**src/hdl/port_ctrl_defines.vh**
```
`ifndef PORT_CTRL_DEFINES_VH
`define PORT_CTRL_DEFINES_VH
// line counts and port grouping
`define N_LINES      76
`define N_BIDIR      60
`define LINE_AW      7
// per-line register index space: line number in low bits, field select above
`define SEL_CFG      3'h0
`define SEL_OUT      3'h1
`define SEL_IN       3'h2
`define SEL_ALT      3'h3
// config word field positions
`define CFG_W        8
`define CFG_DIR      0
`define CFG_OD       1
`define CFG_PULL     2
`define CFG_EDGE     3
`define CFG_DRV_LO   4
`define CFG_DRV_HI   5
`define CFG_ALT      6
`define CFG_RESET    8'h00
// alternate source select width and count
`define ALT_SRC_W    2
`define N_ALT_SRC    4
// driver strength codes
`define DRV_STRONG   2'h0
`define DRV_MEDIUM   2'h1
`define DRV_WEAK     2'h2
`define ADDR_W       10
`define DATA_W       8
`endif

```
**src/hdl/cfg_mem.v**
```verilog
`timescale 1ns/1ps
`default_nettype none
`include "port_ctrl_defines.vh"
module cfg_mem (
    input  wire                  i_clk,
    input  wire                  i_rst_n,
    input  wire                  i_we,
    input  wire [`LINE_AW-1:0]   i_waddr,
    input  wire [`CFG_W-1:0]     i_wdata,
    input  wire [`LINE_AW-1:0]   i_raddr,
    output reg  [`CFG_W-1:0]     o_rdata,
    output wire [`N_LINES*`CFG_W-1:0] o_all
);
    genvar g;
    // one config word per line, no field shared between lines
    generate
        for (g = 0; g < `N_LINES; g = g + 1) begin : line
            reg [`CFG_W-1:0] cfg_ff;
            always @(posedge i_clk) begin
                if (!i_rst_n) begin
                    cfg_ff <= `CFG_RESET;
                end else if (i_we && i_waddr == g) begin
                    cfg_ff <= i_wdata;
                end
            end
            assign o_all[g*`CFG_W +: `CFG_W] = cfg_ff;
        end
    endgenerate
    // registered read port
    always @(posedge i_clk) begin
        if (!i_rst_n) begin
            o_rdata <= `CFG_RESET;
        end else if (i_raddr < `N_LINES) begin
            o_rdata <= o_all[i_raddr*`CFG_W +: `CFG_W];
        end else begin
            o_rdata <= `CFG_RESET;
        end
    end
endmodule
`default_nettype wire

```
**src/hdl/pin_sync.v**
```verilog
`timescale 1ns/1ps
`default_nettype none
`include "port_ctrl_defines.vh"
module pin_sync (
    input  wire                  i_clk,
    input  wire                  i_rst_n,
    input  wire [`N_LINES-1:0]   i_pin,
    output wire [`N_LINES-1:0]   o_pin_sync
);
    reg [`N_LINES-1:0] meta_ff;
    reg [`N_LINES-1:0] sync_ff;
    // two-stage synchroniser; first stage feeds only the second
    always @(posedge i_clk) begin
        if (!i_rst_n) begin
            meta_ff <= {`N_LINES{1'b0}};
            sync_ff <= {`N_LINES{1'b0}};
        end else begin
            meta_ff <= i_pin;
            sync_ff <= meta_ff;
        end
    end
    assign o_pin_sync = sync_ff;
endmodule
`default_nettype wire

```
**src/hdl/port_ctrl.v**
```verilog
`timescale 1ns/1ps
`default_nettype none
`include "port_ctrl_defines.vh"
// What this block does
// [RULE1] every line configured separately, per bit
// [RULE2] push/pull or open-drain, pull enable per line
// [RULE3] edge and current settings go to pad
// [RULE4] input direction disables the output driver
// [RULE5] reset forces inputs, pulls off
// [RULE6] each line read and written singly
// [RULE7] 76 lines; input-only ports never drive
// [RULE8] alternate functions, software picks the source
// [RULE9] unclaimed lines act as general purpose I/O
// [RULE10] strong, medium, weak; slow edge in strong
// [RULE11] output latch drives; synced level readable
module port_ctrl (
    input  wire                          i_clk,
    input  wire                          i_rst_n,
    input  wire [`ADDR_W-1:0]            i_addr,
    input  wire [`DATA_W-1:0]            i_wdata,
    input  wire                          i_wr,
    input  wire                          i_rd,
    output reg  [`DATA_W-1:0]            o_rdata,
    input  wire [`N_LINES-1:0]           i_pin,
    output wire [`N_LINES-1:0]           o_pin,
    output wire [`N_LINES-1:0]           o_pin_oe,
    output wire [`N_LINES-1:0]           o_pull_en,
    output wire [`N_LINES-1:0]           o_slow_edge,
    output wire [2*`N_LINES-1:0]         o_drv_str,
    input  wire [`N_ALT_SRC*`N_LINES-1:0] i_alt_out,
    input  wire [`N_ALT_SRC*`N_LINES-1:0] i_alt_oe,
    output wire [`N_LINES-1:0]           o_alt_in
);
    wire [2:0]          sel      = i_addr[`ADDR_W-1:`LINE_AW];
    wire [`LINE_AW-1:0] line     = i_addr[`LINE_AW-1:0];
    wire                line_ok  = (line < `N_LINES);
    wire [`N_LINES*`CFG_W-1:0] cfg_all;
    wire [`CFG_W-1:0]   cfg_rdata;
    wire [`N_LINES-1:0] pin_sync;
    reg  [`N_LINES-1:0] out_ff;
    reg  [`N_LINES*`ALT_SRC_W-1:0] alt_sel_ff;
    reg  [2:0]          rsel_ff;
    reg  [`LINE_AW-1:0] rline_ff;
    reg                 rok_ff;
    reg                 rd_ff;

    // [RULE5] reset clears config: inputs, pulls off
    // [RULE1] per-line config store
    cfg_mem u_cfg (
        .i_clk   (i_clk),
        .i_rst_n (i_rst_n),
        .i_we    (i_wr && sel == `SEL_CFG && line_ok),
        .i_waddr (line),
        .i_wdata (i_wdata),
        .i_raddr (line),
        .o_rdata (cfg_rdata),
        .o_all   (cfg_all)
    );

    // [RULE11] pin level synchroniser
    pin_sync u_sync (
        .i_clk      (i_clk),
        .i_rst_n    (i_rst_n),
        .i_pin      (i_pin),
        .o_pin_sync (pin_sync)
    );

    // [RULE6] single-line writes: one output latch bit or one 2-bit alt select field
    always @(posedge i_clk) begin
        if (!i_rst_n) begin
            out_ff     <= {`N_LINES{1'b0}};
            alt_sel_ff <= {(`N_LINES*`ALT_SRC_W){1'b0}};
        end else if (i_wr && line_ok) begin
            if (sel == `SEL_OUT) begin
                out_ff[line] <= i_wdata[0];
            end else if (sel == `SEL_ALT) begin
                alt_sel_ff[line*`ALT_SRC_W +: `ALT_SRC_W] <=
                    i_wdata[`ALT_SRC_W-1:0];
            end
        end
    end

    // read capture; data stand exactly one cycle after the strobe
    always @(posedge i_clk) begin
        if (!i_rst_n) begin
            rsel_ff  <= 3'h0;
            rline_ff <= {`LINE_AW{1'b0}};
            rok_ff   <= 1'b0;
            rd_ff    <= 1'b0;
        end else begin
            rsel_ff  <= sel;
            rline_ff <= line;
            rok_ff   <= line_ok;
            rd_ff    <= i_rd;
        end
    end

    reg [`DATA_W-1:0] nxt_rdata;
    reg               bit_out;
    reg               bit_in;
    reg [`ALT_SRC_W-1:0] alt_rd;
    // read mux; unmapped lines and selectors read zero
    always @* begin
        bit_out   = out_ff[rline_ff];
        bit_in    = pin_sync[rline_ff];
        alt_rd    = alt_sel_ff[rline_ff*`ALT_SRC_W +: `ALT_SRC_W];
        nxt_rdata = {`DATA_W{1'b0}};
        if (!rd_ff || !rok_ff) begin
            nxt_rdata = {`DATA_W{1'b0}};
        end else if (rsel_ff == `SEL_CFG) begin
            nxt_rdata = cfg_rdata;
        end else if (rsel_ff == `SEL_OUT) begin
            nxt_rdata = {{(`DATA_W-1){1'b0}}, bit_out};
        // [RULE11] synced level in any direction
        end else if (rsel_ff == `SEL_IN) begin
            nxt_rdata = {{(`DATA_W-1){1'b0}}, bit_in};
        end else if (rsel_ff == `SEL_ALT) begin
            nxt_rdata = {{(`DATA_W-`ALT_SRC_W){1'b0}}, alt_rd};
        end
    end
    always @* begin
        o_rdata = nxt_rdata;
    end

    // per-line pad control
    genvar g;
    generate
        for (g = 0; g < `N_LINES; g = g + 1) begin : pad
            wire [`CFG_W-1:0] c = cfg_all[g*`CFG_W +: `CFG_W];
            wire [1:0] drv = c[`CFG_DRV_HI:`CFG_DRV_LO];
            wire [`ALT_SRC_W-1:0] s =
                alt_sel_ff[g*`ALT_SRC_W +: `ALT_SRC_W];
            // [RULE8] software-chosen alternate source
            wire a_val = i_alt_out[g*`N_ALT_SRC + s];
            wire a_oe  = i_alt_oe[g*`N_ALT_SRC + s];
            // [RULE9] latch used unless alternate claims line
            wire val   = c[`CFG_ALT] ? a_val : out_ff[g];
            wire want  = c[`CFG_ALT] ? a_oe  : 1'b1;
            // one wire per line keeps every net single-driven
            wire pin_val = c[`CFG_OD] ? 1'b0 : val;
            // [RULE4] input direction floats the pin
            // [RULE2] open-drain drives only the low level
            wire pin_oe  = c[`CFG_DIR] & want & (~c[`CFG_OD] | ~val);
            if (g < `N_BIDIR) begin : bidir
                assign o_pin[g]    = pin_val;
                assign o_pin_oe[g] = pin_oe;
            end else begin : inonly
                // [RULE7] input-only lines never drive
                assign o_pin[g]    = 1'b0;
                assign o_pin_oe[g] = 1'b0;
            end
            // [RULE2] pull device per line
            assign o_pull_en[g] = c[`CFG_PULL];
            // [RULE10] slow edge only honoured in strong mode
            assign o_slow_edge[g] = c[`CFG_EDGE] && drv == `DRV_STRONG;
            // [RULE3] current setting passed to pad
            assign o_drv_str[2*g +: 2] = (drv > `DRV_WEAK) ? `DRV_WEAK : drv;
            assign o_alt_in[g] = pin_sync[g];
        end
    endgenerate
endmodule
`default_nettype wire

```
**config.mk**
```make
export PLATFORM = sky130hd
export DESIGN_NAME = port_ctrl
export DESIGN_NICKNAME = d
export VERILOG_FILES = /design/src/hdl/cfg_mem.v /design/src/hdl/pin_sync.v /design/src/hdl/port_ctrl.v
export VERILOG_INCLUDE_DIRS = /design/src /design/src/hdl
export SDC_FILE = /design/constraint.sdc
export NUM_CORES = 2
export LEC_CHECK = 0
export BUFFER_PORTS_ARGS = -buffer_cell sky130_fd_sc_hd__buf_2
export CAP_MARGIN = 20
export CORE_AREA = 2 2 483 485
export DETAILED_ROUTE_END_ITERATION = 6
export DIE_AREA = 0 0 485 487
export PLACE_DENSITY_LB_ADDON = 0.08
export SYNTH_ARGS = -nofsm -noshare
export SYNTH_HDL_FRONTEND = slang
export SYNTH_SLANG_ARGS = --single-unit
```
**constraint.sdc**
```tcl
create_clock -name i_clk -period 5.6 [get_ports i_clk]
set_input_delay 0.56 -clock i_clk [delete_from_list [all_inputs] [get_ports i_clk]]
set_output_delay 0.56 -clock i_clk [all_outputs]
set_load 0.02 [all_outputs]
```
# == Yosys cells after proc, flatten, opt, wreduce, memory -nomap -nowiden ==
# Index checks and enable logic that the tools add are counted.
# word_totals
register_bits,1008
latch_bits,0
ram_bits,0
mem_bits_ro,0
in_bits,706
output_inout_bits,540
wordCells,1420
mem_count,0
# op_classes
n_addsub,60
mul,0
n_div,0
order_cmp,140
n_eq_ne,80
shift,4
mux,509
bitwise_logic,301
reduce_logical,241
# op_table
op,count
$bmux 1 s9,118
$shiftx 608x11->8,1
$mux 1,303
$lt 9x10->1 const B,28
$add 8x2->9 const A,28
$eq 7x6->1 const B,32
$lt 8x10->1 const B,16
$mux 2,79
$logic_and 1x1->1,156
$bwmux 152,1
$gt 2x2->1 const B,76
$logic_not 2->1,76
$shift 2x34->152 const A,1
$shiftx 152x9->2,1
$shiftx 2x34->152,1
$add 7x2->8 const A,16
$not 1->1,121
$and 1x1->1,120
$eq 7x5->1 const B,16
$eq 7x7->1 const B,12
$lt 7x10->1 const B,8
$bwmux 76,1
$or 1x1->1,60
$add 6x2->7 const A,8
27 further kinds,56

# == Logic depth before layout (Yosys ltp) ==
# logic_depth
depth_word,7
depth_mapped,16
mapped_depth_nobuf,10

# == Modules after synthesis ==
# Synthesis repeated with hierarchy kept, for this count alone.
# unflattened
hier_cells,5911
area_unflattened_um2,53830.4
# modules_own_cells
mod,instances,cells_each,area_each_um2,seq_area_each_um2
cfg_mem,1,3237,28966.5,12331.8
port_ctrl,1,2354,20733.6,4804.6
pin_sync,1,320,4130.2,3042.9

# == Least setup slack after synthesis ==
# No wires, ideal clock.
# synth_timing
path_kind,input port to flip-flop
from,input port i_addr[1]
to,register alt_sel_ff[145]
setup_ns,0.070
arrival_time_ns,4.639
required_ns,5.530
slack_ns,0.891
path_stages,16
path_buffers,6
cell_sequence,clkbuf_1 inv_1 clkbuf_1 ha_1 nor3b_2 clkbuf_1 clkbuf_1 buf_1 nor3b_1 ha_1 clkbuf_1 inv_1 nand3_1 or4_4 or3_1 a21boi_1
# synth_via
elab_chain_len,3
elab_cells_between_ends,7
classes_between,add/sub: 1; order compare: 1; shift: 2; mux: 1; reduce/logical: 2
# synth_lines
element,line_no,text
"start, declared",port_ctrl.v:19,"input wire [`ADDR_W-1:0] i_addr,"
$neg 8->34 or $lt 7x7->1 (tied branches),-,
$shiftx 2x34->152 (tied with other cells),port_ctrl.v:77,alt_sel_ff[line*`ALT_SRC_W +: `ALT_SRC_W] <=
$bwmux 152 or $reduce_and 3->1 (tied branches),-,
"end signal, assigned",port_ctrl.v:72,alt_sel_ff <= {(`N_LINES*`ALT_SRC_W){1'b0}};
"end signal, assigned by index",port_ctrl.v:77,
"end, declared",port_ctrl.v:41,reg [`N_LINES*`ALT_SRC_W-1:0] alt_sel_ff;
# Several ways; a longest one is shown, not always the timed one.
# A chain may end at the register's enable or synchronous reset.

# == Worst setup path in the final report ==
# layout_timing
from,register rline_ff[0]
to,output port o_rdata[1]
# layout_via
elab_chain_len,6
# layout_lines
element,line_no,text
"start, declared",port_ctrl.v:43,reg [`LINE_AW-1:0] rline_ff;
"start signal, assigned",port_ctrl.v:87,rline_ff <= {`LINE_AW{1'b0}};
"start signal, assigned",port_ctrl.v:92,rline_ff <= line;
$shiftx 152x9->2,port_ctrl.v:106,alt_rd = alt_sel_ff[rline_ff*`ALT_SRC_W +: `ALT_SRC_W];
$mux 2,port_ctrl.v:117,end else if (rsel_ff == `SEL_ALT) begin
$mux 2,port_ctrl.v:115,end else if (rsel_ff == `SEL_IN) begin
$mux 2,port_ctrl.v:112,end else if (rsel_ff == `SEL_OUT) begin
$mux 8,port_ctrl.v:110,end else if (rsel_ff == `SEL_CFG) begin
$mux 8,port_ctrl.v:108,if (!rd_ff || !rok_ff) begin
"end, declared",port_ctrl.v:23,"output reg [`DATA_W-1:0] o_rdata,"
# No other way between the ends.

==> results.ini <==
[placement]
io_buffers = 1085
placed_cell_area_um2 = 60150
hpwlAfterDp_um = 252100
gp_congestion = 0.9791

[sta]
rsz0062_at_grt = false
skew_ps = 31.90
fin_setup_tns_ps = 0
slew_headroom_pct = 33.00
holdWs_ps = 84.66
finalCritPeriodShare_pct = 82.55
worst_slew_pin_slew_ps = 1005
hold_violations = 0
fmax_mhz = 216.3
period_minus_slack_ps = 4623
finalMaxSlewViolations = 0
finalSetupViolCount = 0

[yosys]
avgSynthCellArea_um2 = 8.730
synth_top_cell_area_share_pct = 37.92
synth_edf_count = 0
yosys-top-cells-area = dfxtp_1, a21boi_0, mux4_2, nand3_1, nand2_1
syn-cell-area_um2 = 53220
ys_warn_count = 0
synth.area.mux_share_pct = 13.51
synth-xor-area-share_pct = 0.09874
ys_async_sr_fraction_pct = 0
synth-seq-area-share_pct = 37.92
synth_compound_area_share_pct = 16.55
ys_ff_latch = 1008
netlist_instances = 6096
synth_top_family_by_area = simple AND/OR/NAND/NOR gates
synthSimpleGateAreaFrac_pct = 23.25
synth_top_area_cell = dfxtp_1
synth-main-ff-cell = dfxtp_1
ys_types = 71
synth_fa_ha_area_share_pct = 0.1176

[global_route]
grt_pass1_vias = 49450
grt_max_degree = 183
grt_pass1_wl_um = 441900
track_usage_pct = 27.06
globalRouteOverflowTotal = 0
antenna_found_initial = 76

[worst_setup_path]
worstSetupEndpointType = primary output
required_ps = 5040
crit_path_start = rline_ff[0]
cp.arrival_ps = 4060
reg2reg_from = u_cfg.line[36].cfg_ff[7]
worstSetupPathType = reg -> out
path_max_fanout = 28
critPathLaunchType = flop

[final_layout]
final_area_um2 = 65700
final_nets = 7479
area_growth_pct = 23.45
fill_cells = 24800
seq_area_um2 = 20190
multi_input_area_um2 = 28730
layout-drive-gt1-share_pct = 26.38

[power_and_ir_drop]
peakVddDrop_mv = 0.2682
p_per_area_nw_per_um2 = 277.2
leakage_nw = 23.17

[drt]
drtIter0Drc = 4166
drtPass1Iterations = 5
wl_um = 332200
viasPerCell = 5.107
antenna_left = 1
via_count = 50880
wire_per_inst_um = 33.34
drcViolationCount = 0

[run]
drv_cap = 0

[die]
dieHeight_um = 487
pin_count = 1246
die_x_um = 485
core_um2 = 231400
dieArea_um2 = 236200
initial_core_util_pct = 23.00
row_count = 177

[hold_path]
hp-class = in -> reg
hold_start = i_pin[7]

[clock_network]
clkTransAtPathRegs_ps = 60
clkLatencyLatePin_ps = 820
cts_tree = yes
htree_levels = 4
cts-resized-gates = 0
root_buffer = clkbuf_16
cts_buffers = 138
clockBufferDepth = 3
clkSinkCount = 1008

[outcome]
status = complete, but fails checks
violations = antenna rules

worst max-delay path, stage by stage (launching register included):
cell	delay, ps
dfxtp_4	890
buf_12	270
mux4_2	580
mux4_2	520
o2111ai_1	280
o211ai_1	190
a31o_2	270
buf_2	230
metal layers:
metal / routed length, µm / GRT usage (%) / vias up
met4: 16590 / 12.06 / 28
met1: 144400 / 35.27 / 25820
met5: 166 / 0 / -
met2: 153300 / 43.87 / 1936
met3: 17730 / 4.381 / 437
li1: - / - / 22670
cells in the mapped netlist (4+ instances only):
| master | n |
|---|---|
| and3_1 | 14 |
| nor4_1 | 31 |
| or4_4 | 5 |
| and4_1 | 4 |
| nor2b_1 | 213 |
| nor2_1 | 149 |
| a21boi_0 | 688 |
| dfxtp_1 | 1008 |
| nand2b_1 | 7 |
| mux2i_1 | 229 |
| or3_1 | 27 |
| o2111ai_1 | 5 |
| xnor2_1 | 4 |
| a22o_1 | 12 |
| nor3_2 | 5 |
| and2_1 | 212 |
| o21ai_0 | 36 |
| nor3b_1 | 85 |
| buf_1 | 35 |
| mux4_2 | 212 |
| a22oi_1 | 244 |
| mux2_2 | 11 |
| buf_2 | 60 |
| a2111oi_0 | 8 |
| ha_1 | 5 |
| o2bb2ai_1 | 4 |
| o211ai_1 | 18 |
| a21oi_1 | 37 |
| buf_4 | 228 |
| nor3_1 | 49 |
| a21boi_1 | 10 |
| nand3_1 | 721 |
| clkbuf_1 | 491 |
| a221oi_1 | 10 |
| nor4_2 | 9 |
| inv_1 | 146 |
| nand4_1 | 70 |
| o221a_2 | 56 |
| nand2_1 | 886 |
registers in the layout, summed over array words and instances, names as in the netlist:
name	count
alt_sel_ff	152
u_cfg.o_rdata	8
rok_ff	1
u_cfg.line.cfg_ff	608
u_sync.meta_ff	76
rsel_ff	3
rline_ff	7
u_sync.o_pin_sync	76
rd_ff	1
out_ff	76
where the power goes:
part | switching, mW | leakage, nW | total, mW | internal [mW]
Combinational | 1.06 | 12.7 | 1.58 | 0.511
Sequential | 0.0664 | 8.15 | 7.30 | 7.23
Clock | 3.82 | 2.33 | 9.34 | 5.52
Total | 4.95 | 23.2 | 18.2 | 13.3
cells by family after synthesis:
logic type               Yosys count
other                              1
flip-flops                      1008
AND/OR/NAND/NOR                 2505
AO/OA/AOI/OAI                   1157
XOR/XNOR                           6
adder cells (fa/ha/maj)            5
multiplexers                     452
buffers and inverters            962
placed cells by master, fill, tap and decap left out, types with 37 or more instances in the layout:
cell,Yosys,final
buf_2,60,1075
dfxtp_1,1008,1004
nand2_1,886,886
nand3_1,721,721
a21boi_0,688,688
a22oi_1,244,244
mux2i_1,229,229
nor2b_1,213,212
mux4_2,212,212
and2_1,212,200
nor2_1,149,149
buf_4,228,149
inv_1,146,146
clkbuf_16,0,141
nor3b_1,85,82
dlygate4sd3_1,0,72
nand4_1,70,70
o221a_2,56,56
nor3_1,49,47
diode_2,0,42
a21oi_1,37,37
cell type report:
type | instances | share of cell area [%]
diodes | 42 | 0.1600
flip-flops and latches | 1008 | 30.73
multi-input cells | 4157 | 43.73
repair buffers | 1316 | 11.58
well taps | 3043 | 5.795
clock inverters | 52 | 0.9446
clock buffers | 199 | 6.220
inverters | 147 | 0.8398
stage by stage:
stage	instances	setup WS (ps)	utilization [%]	total power, mW
floorplan	6127	891.4	-	8.088
global placement	9598	1150	25.99	8.973
detailed placement	9598	1144	25.99	8.979
CTS	9921	860.0	28.34	18.44
global route	9939	740.8	28.36	18.74
finish	9964	977.1	28.39	18.21
repair_timing:
item,CTS,global route
hold endpoints to repair,72,0
hold buffers,72,0
setup buffers,0,0
path summary, 6_finish.rpt:
check	to	slack, ps	cells after the start
setup / recovery	o_rdata[1]	980	7
hold / removal	u_sync.meta_ff[7]	80	2
setup reg to reg	u_cfg.o_rdata[7]	3210	6
hold reg to reg	u_sync.o_pin_sync[41]	430	1
(Power assumes the default switching activity.)
